==> config.mk <==
export PLATFORM = sky130hd
export DESIGN_NAME = imcd_top
export DESIGN_NICKNAME = d
export VERILOG_FILES = /design/src/imcd_pkg.sv /design/src/imcd_if.sv /design/src/imcd_top.sv /design/src/imcd_io_dec.sv
export VERILOG_INCLUDE_DIRS = /design/src
export SDC_FILE = /design/constraint.sdc
export NUM_CORES = 1
export LEC_CHECK = 0
export ABC_AREA = 1
export BUFFER_PORTS_ARGS = -buffer_cell sky130_fd_sc_hd__buf_4
export CORE_ASPECT_RATIO = 2
export CORE_UTILIZATION = 43
export DETAILED_ROUTE_END_ITERATION = 10
export PLACE_DENSITY_LB_ADDON = 0.1
export SETUP_SLACK_MARGIN = 0.15
export SKIP_CTS_REPAIR_TIMING = 1
export SLEW_MARGIN = 0
export SYNTH_ARGS = -nofsm -noshare
export SYNTH_HDL_FRONTEND = slang
export SYNTH_SLANG_ARGS = --single-unit
==> constraint.sdc <==
create_clock -name clk_sys -period 2 [get_ports clk_sys]
set_clock_uncertainty 0.2 [all_clocks]
set_input_delay 0.2 -clock clk_sys [delete_from_list [all_inputs] [get_ports clk_sys]]
set_output_delay 0.2 -clock clk_sys [all_outputs]
set_load 0.05 [all_outputs]
==> src/imcd_cfg.svh <==
// Constants for the ISA memory command decode block
`ifndef IMCD_CFG_SVH
`define IMCD_CFG_SVH
`define IMCD_LOW_HI_BITS 4'h0
`define IMCD_PIC1_LO 10'h020
`define IMCD_PIC1_HI 10'h03f
`define IMCD_PIC2_LO 10'h0a0
`define IMCD_PIC2_HI 10'h0bf
`define IMCD_RTC_LO 10'h070
`define IMCD_RTC_HI 10'h07f
`define IMCD_FPU_CLR 10'h0f0
`define IMCD_FPU_RST 10'h0f1
`define IMCD_IRQ9_VEC 8'h0a
`define IMCD_CASCADE_IN 3'h2
`define IMCD_NUM_DMA 8
`endif

==> src/imcd_pkg.sv <==
// Types for the ISA memory command decode block
package imcd_pkg;
  typedef enum logic [1:0] {
    IMCD_IDLE = 2'b00,
    IMCD_READ = 2'b01,
    IMCD_WRITE = 2'b10
  } imcd_cyc_t;
endpackage : imcd_pkg

==> src/imcd_if.sv <==
// Carrier between the top module and the I/O decoder
`timescale 1ns/100ps
interface imcd_if;
  logic [9:0] io_addr;
  logic io_cyc;
  logic sel_pic1;
  logic sel_pic2;
  logic sel_rtc;
  logic fpu_clr;
  logic fpu_rst;
  modport dec (input io_addr, input io_cyc, output sel_pic1, output sel_pic2, output sel_rtc,
    output fpu_clr, output fpu_rst);
  modport top (output io_addr, output io_cyc, input sel_pic1, input sel_pic2, input sel_rtc,
    input fpu_clr, input fpu_rst);
endinterface : imcd_if

==> src/imcd_top.sv <==
// System-board ISA memory command strobes, terminal count, I/O decode and IRQ routing
// Notes on behaviour
// General memory read strobe low on every memory read cycle.
// Low-memory read strobe low only with read strobe and low 1MB address.
// General memory write strobe low on every memory write cycle.
// Low-memory write strobe low only with write strobe and low 1MB address.
// External master holds address one clock before driving read strobe.
// External master holds address one clock before driving write strobe.
// Read and write strobes are shared; release them when another master owns bus.
// All four memory strobes are active low.
// One pulse on terminal count when any DMA channel reaches its count; code pulses only on a rise of the OR of all channel flags.
// Master interrupt controller at 020-03F, secondary at 0A0-0BF.
// Real-time clock and NMI mask at 070-07F.
// Port 0F0 clears coprocessor busy; port 0F1 resets coprocessor.
// Master input 2 carries secondary controller output for interrupts 8-15.
// Interrupt 9 serviced through vector 0AH.
// IRQ1 from keyboard output-buffer-full; IRQ0 from timer output 0.
// During DMA force address latch enable high and address enable active.
// Low 1MB decode true when unlatched address bits 23..20 are zero.
`timescale 1ns/100ps
`include "imcd_cfg.svh"
module imcd_top
  import imcd_pkg::*;
(
  input wire logic clk_sys,
  input wire logic resetn,
  input wire logic cpu_mem_rd,
  input wire logic cpu_mem_wr,
  input wire logic cpu_io_cyc,
  input wire logic [9:0] cpu_io_addr,
  input wire logic cpu_ale,
  input wire logic [23:20] la_hi_in,
  input wire logic dma_active,
  input wire logic [`IMCD_NUM_DMA-1:0] dma_tc_reached,
  input wire logic ext_master_n,
  input wire logic mem_rd_n_in,
  input wire logic mem_wr_n_in,
  input wire logic timer_out0,
  input wire logic kbd_obf,
  input wire logic pic2_int,
  input wire logic [15:3] irq_in,
  output logic mem_rd_n_out,
  output logic mem_rd_n_oe_n,
  output logic mem_wr_n_out,
  output logic mem_wr_n_oe_n,
  output logic low_mem_rd_n,
  output logic low_mem_wr_n,
  output logic term_count,
  output logic addr_latch_en,
  output logic addr_en,
  output logic sel_pic1,
  output logic sel_pic2,
  output logic sel_rtc_nmi,
  output logic fpu_busy_clr,
  output logic fpu_reset,
  output logic [7:0] pic1_ir,
  output logic [7:0] pic2_ir,
  output logic [7:0] irq9_vector
);
  typedef struct packed {
    imcd_cyc_t cyc;
    logic oe_n;
    logic rd_n;
    logic wr_n;
    logic srd_n;
    logic swr_n;
    logic tc;
    logic tc_seen;
    logic ale;
    logic aen;
    logic [7:0] ir1;
    logic [7:0] ir2;
    logic [7:0] vec;
  } imcd_st_t;
  imcd_st_t st_q;
  imcd_st_t st_d;
  imcd_cyc_t req;
  logic low_mb;
  logic rd_act;
  logic wr_act;
  logic any_tc;

  imcd_if dbus ();

  ////////////////////////////////////////////////////////////////////////////
  assign dbus.io_addr = cpu_io_addr;
  assign dbus.io_cyc = cpu_io_cyc && !dma_active;

  imcd_io_dec u_dec (
    .clk_sys(clk_sys),
    .resetn(resetn),
    .bus(dbus)
  );

  ////////////////////////////////////////////////////////////////////////////
  always_comb begin
    low_mb = (la_hi_in == `IMCD_LOW_HI_BITS);
    any_tc = |dma_tc_reached;

    // Board request; both at once is refused and drives neither strobe
    case ({cpu_mem_rd, cpu_mem_wr})
      2'b10: begin
        req = IMCD_READ;
      end
      2'b01: begin
        req = IMCD_WRITE;
      end
      2'b11: begin
        req = IMCD_IDLE;
      end
      default: begin
        req = IMCD_IDLE;
      end
    endcase

    // Our own request while we own the bus, else the sensed wire
    rd_act = !st_q.oe_n ? (req == IMCD_READ) : !mem_rd_n_in;
    wr_act = !st_q.oe_n ? (req == IMCD_WRITE) : !mem_wr_n_in;
    st_d = st_q;

    // Channel master takes the bus; our drivers let go
    st_d.oe_n = !ext_master_n;
    if (rd_act) begin
      st_d.cyc = IMCD_READ;
    end else if (wr_act) begin
      st_d.cyc = IMCD_WRITE;
    end else begin
      st_d.cyc = IMCD_IDLE;
    end
    st_d.rd_n = !(ext_master_n && req == IMCD_READ);
    st_d.wr_n = !(ext_master_n && req == IMCD_WRITE);

    // Sub-1MB strobes always from us, derived from the kind of cycle seen
    case (st_d.cyc)
      IMCD_READ: begin
        st_d.srd_n = !low_mb;
        st_d.swr_n = 1'b1;
      end
      IMCD_WRITE: begin
        st_d.srd_n = 1'b1;
        st_d.swr_n = !low_mb;
      end
      IMCD_IDLE: begin
        st_d.srd_n = 1'b1;
        st_d.swr_n = 1'b1;
      end
      default: begin
        st_d.srd_n = 1'b1;
        st_d.swr_n = 1'b1;
      end
    endcase

    // Edge of the any-channel flag gives exactly one pulse per rise of that flag;
    // a channel that finishes while another still holds its flag is not seen
    st_d.tc_seen = any_tc;
    if (any_tc && !st_q.tc_seen) begin
      st_d.tc = 1'b1;
    end else begin
      st_d.tc = 1'b0;
    end

    // DMA owns the address and command lines
    if (dma_active) begin
      st_d.ale = 1'b1;
    end else begin
      st_d.ale = cpu_ale;
    end
    st_d.aen = dma_active;

    st_d.ir1 = {irq_in[7:3], pic2_int, kbd_obf, timer_out0};
    // RTC source expected on the secondary's bit 0
    st_d.ir2 = {irq_in[15:9], irq_in[8]};
    st_d.vec = `IMCD_IRQ9_VEC;
  end

  always_ff @(posedge clk_sys or negedge resetn) begin
    if (!resetn) begin
      st_q <= '{
        cyc: IMCD_IDLE,
        oe_n: 1'b0,
        rd_n: 1'b1,
        wr_n: 1'b1,
        srd_n: 1'b1,
        swr_n: 1'b1,
        tc: 1'b0,
        tc_seen: 1'b0,
        ale: 1'b0,
        aen: 1'b0,
        ir1: 8'h00,
        ir2: 8'h00,
        vec: `IMCD_IRQ9_VEC
      };
    end else begin
      st_q <= st_d;
    end
  end

  ////////////////////////////////////////////////////////////////////////////
  // Shared strobes and their enables
  assign mem_rd_n_out = st_q.rd_n;
  assign mem_rd_n_oe_n = st_q.oe_n;
  assign mem_wr_n_out = st_q.wr_n;
  assign mem_wr_n_oe_n = st_q.oe_n;

  // Sub-1MB strobes, terminal count and DMA controls
  assign low_mem_rd_n = st_q.srd_n;
  assign low_mem_wr_n = st_q.swr_n;
  assign term_count = st_q.tc;
  assign addr_latch_en = st_q.ale;
  assign addr_en = st_q.aen;

  // Decoder selects, already registered in the decoder
  assign sel_pic1 = dbus.sel_pic1;
  assign sel_pic2 = dbus.sel_pic2;
  assign sel_rtc_nmi = dbus.sel_rtc;
  assign fpu_busy_clr = dbus.fpu_clr;
  assign fpu_reset = dbus.fpu_rst;

  // Interrupt routing
  assign pic1_ir = st_q.ir1;
  assign pic2_ir = st_q.ir2;
  assign irq9_vector = st_q.vec;
endmodule : imcd_top

==> src/imcd_io_dec.sv <==
// Registered fixed system I/O decode map
`timescale 1ns/100ps
`include "imcd_cfg.svh"
module imcd_io_dec
  import imcd_pkg::*;
(
  input wire logic clk_sys,
  input wire logic resetn,
  imcd_if.dec bus
);
  typedef struct packed {
    logic pic1;
    logic pic2;
    logic rtc;
    logic clr;
    logic rst;
  } imcd_dec_t;
  imcd_dec_t st_q;
  imcd_dec_t st_d;

  ////////////////////////////////////////////////////////////////////////////
  always_comb begin
    st_d.pic1 = bus.io_cyc && bus.io_addr >= `IMCD_PIC1_LO && bus.io_addr <= `IMCD_PIC1_HI;
    st_d.pic2 = bus.io_cyc && bus.io_addr >= `IMCD_PIC2_LO && bus.io_addr <= `IMCD_PIC2_HI;
    st_d.rtc = bus.io_cyc && bus.io_addr >= `IMCD_RTC_LO && bus.io_addr <= `IMCD_RTC_HI;
    st_d.clr = bus.io_cyc && bus.io_addr == `IMCD_FPU_CLR;
    st_d.rst = bus.io_cyc && bus.io_addr == `IMCD_FPU_RST;
  end

  always_ff @(posedge clk_sys or negedge resetn) begin
    if (!resetn) begin
      st_q <= '0;
    end else begin
      st_q <= st_d;
    end
  end

  assign bus.sel_pic1 = st_q.pic1;
  assign bus.sel_pic2 = st_q.pic2;
  assign bus.sel_rtc = st_q.rtc;
  assign bus.fpu_clr = st_q.clr;
  assign bus.fpu_rst = st_q.rst;
endmodule : imcd_io_dec

# Word-level counts from Yosys, hierarchy flattened
# Index checks and enable logic that the tools add are counted.
[op_classes]
n_mux = 8
n_div = 0
multipliers = 0
n_shift = 0
n_lt_le_gt_ge = 6
reduce_logical = 22
bitwise = 0
n_eq_ne = 8
n_addsub = 0
[op_table]
columns = ["cell", "n"]
rows = [
  ["== test 10 x 8 -> 1 bit, second input constant", 2],
  ["logical AND 1 bit", 12],
  ["greater-or-equal comparator 10 x 6 -> 1 bit, second input constant", 1],
  ["greater-or-equal comparator 10 x 7 -> 1 bit, second input constant", 1],
  ["greater-or-equal comparator 10 x 8 -> 1 bit, second input constant", 1],
  ["<= comparator 10 x 6 -> 1 bit, second input constant", 1],
  ["<= comparator 10 x 7 -> 1 bit, second input constant", 1],
  ["<= comparator 10 x 8 -> 1 bit, second input constant", 1],
  ["logical NOT 1 bit", 8],
  ["case mux 2 bit (2 select lines)", 2],
  ["OR reduction 8 bit", 1],
  ["== test 2 x 1 -> 1 bit, second input constant", 3],
  ["== test 2 bit, second input constant", 3],
  ["logical NOT 4 bit", 1],
  ["two-way mux 1 bit", 4],
  ["two-way mux 2 bit", 2],
]
[word_totals]
inputBits = 48
latchBits = 0
reg_bits = 30
mem_bits_rw = 0
elab_cells = 60
mem_count = 0
romBits = 0
output_inout_bits = 38

# Longest topological paths before layout
[logic_depth]
ltp_word = 8
ltp_mapped = 5
mapped_depth_nobuf = 5

# By module
# From an unflattened synthesis, not the netlist that was laid out.
[hier_totals]
hier_cells = 117
hier_area_um2 = 1193.6
[by_module_without_submodules]
columns = ["mod", "area_per_inst_um2", "n_inst", "seq_area_each_um2", "cells_each"]
rows = [
  ["imcd_top", 953.4, 1, 630.6, 83],
  ["imcd_io_dec", 240.2, 1, 125.1, 34],
]

# Worst setup path before layout
# Ideal clock, no wire load.
[synth_timing]
kind = "reg2out"
startpoint = "reg st_q, in the netlist mem_rd_n_oe_n"
endpoint = "out mem_wr_n_oe_n"
setup_slack_ns = 0.661
stages_incl_launch_ff = 2
required_ns = 1.600
path_buffers = 1
arrival_time_ns = 0.939
cell_sequence = "dfrtp_1 buf_4"
[synth_rtl]
columns = ["item", "line_no", "text"]
rows = [
  ["start: declaration", "imcd_top.sv:75", "imcd_st_t st_q;"],
  ["start signal: assignment", "imcd_top.sv:178", "st_q <= '{"],
  ["start signal: assignment", "imcd_top.sv:194", "st_q <= st_d;"],
  ["end: declaration", "imcd_top.sv:45", "output logic mem_wr_n_oe_n,"],
]
# No word-level cell between the ends.

==> impl_metrics.json <==
{
  "status": "finished with violations",
  "failed_checks": "negative hold slack",
  "finalCritPeriodShare_pct": 89.08,
  "path_cells": "dlygate4sd3_1 > buf_4 > inv_1 > nand2_1 > nor2_1 > nand2_1 > nor2_1 > dlygate4sd3_1",
  "clock-root-buffer": "clkbuf_8",
  "crit_path_start_kind": "primary input",
  "antenna_found_initial": 0,
  "fill_cells": 179,
  "hold_slack_ns": -0.01866,
  "grt_max_degree": 31,
  "hold_class": "primary input to flop",
  "synthSimpleGateAreaFrac_pct": 15.76,
  "drv_slew": 0,
  "dp_slack_ns": 0.9184,
  "syn_inst": 116,
  "r2r_slack_ns": 1.03,
  "h-tree-depth": 2,
  "setup_ws_ns": 0.2184,
  "leakage_nw": 1.073,
  "clkSinkCount": 30,
  "port_buffers": 77,
  "dr.pass1.iters": 4,
  "gp_congestion": 0.6794,
  "drt-wirelength-per-cell_um": 11.00,
  "drive_gt1_share_pct": 43.13,
  "routed_wl_um": 2629,
  "initial_core_util_pct": 45.77,
  "maxCapViolCount": 0,
  "synth_area_um2": 1191,
  "syn_avg_cell_area_um2": 10.27,
  "hold_start": "cpu_io_addr[6]",
  "synth-adder-area-share_pct": 0,
  "required_ns": 2.01,
  "first_global_vias": 843,
  "drc": 0,
  "cts_tree": "built",
  "grt_pass1_wl_um": 3332,
  "post-route-min-period_ns": 1.782,
  "dpl_cell_area_um2": 1639,
  "finalSetupViolCount": 0,
  "ys_seq_area_share_pct": 63.45,
  "synth_top_family_by_area": "buffers and inverters",
  "ios": 86,
  "peakVddDrop_mv": 0.6996,
  "drt_iter0_drc": 12,
  "areaGrowthSynthToFinish_pct": 71.11,
  "worstHoldPathCells": 3,
  "final_common_cell": "buf_4",
  "ant_nets": 0,
  "clock_path_buffers": 2,
  "die_h_um": 76.43,
  "yosysWarnings": 0,
  "clk_latency_ns": 0.27,
  "synth-compound-area-share_pct": 0,
  "cp_max_fo": 4,
  "tns_ns": 0,
  "max_stage_delay_ns": 0.56,
  "clk_pin_slew_ns": 0.06,
  "power.density_nw_per_um2": 751.1,
  "via_count": 998,
  "critical_path.endpoint_type": "flop",
  "vias_per_cell": 4.176,
  "min_to": "u_dec.bus.sel_rtc$_DFF_PN0_",
  "synthXorXnorAreaFrac_pct": 0,
  "grt_use_total_pct": 16.41,
  "grt_overflow_total": 0,
  "diodes": 0,
  "finalNetCount": 258,
  "rows": 26,
  "rsz0062_at_grt": "no",
  "r2r-end": "low_mem_wr_n$_DFF_PN1_",
  "fmax_ghz": 0.5613,
  "core-area_um2": 2603,
  "die_w_um": 39.22,
  "layout_common_cells": "buf_4 (77), dlygate4sd3_1 (29), dfrtp_1 (26), nand2_1 (18), nor2_1 (15)",
  "cts_made_buffers": 5,
  "r2r-start": "mem_rd_n_oe_n$_DFF_PN0_",
  "dp_hpwl_um": 1725,
  "muxShareOfSynthArea_pct": 0,
  "finalHoldViolCount": 3,
  "critical_path_class": "primary input to flop",
  "timing.critical_path.arrival_ns": 1.79,
  "ys_types": 12,
  "finalInstanceArea_um2": 2038,
  "r2r_cells": 4,
  "ys_seq_elements": 30,
  "die_area_um2": 2997,
  "crit_slowest_cell": "dlygate4sd3_1"
}
## per-stage QoR
| stage | utilization (%) | std cells | power (W) |
|---|---|---|---|
| final | 78.32 | 239 | 0.001531 |
| after global routing | 78.32 | 239 | 0.001606 |
| after CTS | 67.16 | 210 | 0.001498 |
| after detailed placement | 62.98 | 202 | 0.0009135 |
| after global placement | 62.98 | 202 | 0.0009088 |
| after floorplan | - | 122 | 0.0008249 |
## how the worst max path moves through the flow
stage                                   to  cells past startpoint                     from  slack [ns]
6_report       u_dec.bus.fpu_clr$_DFF_PN0_                      8               dma_active        0.22
5_1_grt        u_dec.bus.fpu_clr$_DFF_PN0_                      8               dma_active        0.15
4_1_cts                       low_mem_wr_n                      1   low_mem_wr_n$_DFF_PN1_        0.61
3_5_place_dp                  low_mem_wr_n                      1   low_mem_wr_n$_DFF_PN1_        0.92
3_3_place_gp                  low_mem_wr_n                      1   low_mem_wr_n$_DFF_PN1_        0.92
2_1_floorplan                mem_wr_n_oe_n                      1  mem_rd_n_oe_n$_DFF_PN0_        0.66
## cells in the mapped netlist
| cell type | number | area [um2] |
|---|---|---|
| dfrtp_1 | 26 | 650.6 |
| buf_4 | 25 | 187.7 |
| nand2_1 | 18 | 67.56 |
| nor2_1 | 15 | 56.30 |
| inv_1 | 14 | 52.55 |
| nand3_1 | 7 | 35.03 |
| dfstp_2 | 4 | 105.1 |
| conb_1 | 2 | 7.510 |
| nor3_1 | 2 | 10.01 |
| and2_1 | 1 | 6.260 |
| nor2_2 | 1 | 6.260 |
| or2_2 | 1 | 6.260 |
## critical path, delay by kind of cell
kind | cells | cell delay [ns]
buffers and inverters | 4 | 1.28
AND/OR/NAND/NOR | 4 | 0.31
## per-layer routing
layer / vias to the layer above / track usage (%) / share of wire [%] / routed length, um
met2: 52 / 26.50 / 60 / 1574
met4: 0 / 10.34 / 2.2 / 58
met3: 5 / 6.122 / 7.5 / 196
met1: 445 / 16.31 / 30 / 799
met5: - / 0 / 0 / 0
li1: 496 / - / - / -
## area by class of cell
| type | count | area, um2 | area share [%] |
|---|---|---|---|
| clock buffers | 5 | 68.82 | 3.376 |
| multi-input cells | 53 | 217.7 | 10.68 |
| inverters | 14 | 52.55 | 2.578 |
| repair buffers | 106 | 868.3 | 42.60 |
| well taps | 28 | 35.03 | 1.719 |
| clock inverters | 3 | 40.04 | 1.964 |
| flip-flops and latches | 30 | 755.7 | 37.08 |
## sequential cells by signal, indices dropped and copies added (netlist names)
name,cells
st_q,1
u_dec.bus.sel_pic2,1
term_count,1
u_dec.bus.fpu_clr,1
mem_rd_n_out,1
addr_en,1
u_dec.bus.sel_pic1,1
pic2_ir,8
mem_rd_n_oe_n,1
u_dec.bus.sel_rtc,1
low_mem_wr_n,1
pic1_ir,8
low_mem_rd_n,1
u_dec.bus.fpu_rst,1
mem_wr_n_out,1
addr_latch_en,1
## power by group
part | internal, W | switching (W) | leakage, nW
Combinational | 0.000132 | 0.000177 | 0.660
Clock | 0.000366 | 0.000217 | 0.0579
Sequential | 0.000631 | 0.00000786 | 0.355
Total | 0.00113 | 0.000402 | 1.07
## logic make-up (layout without fill, tap and decap cells)
group / after synthesis / after routing
other: 2 / 8
AND/OR/NAND/NOR: 45 / 45
flip-flops: 30 / 30
buffers and inverters: 39 / 128
Power figures use the tool's default switching activity.
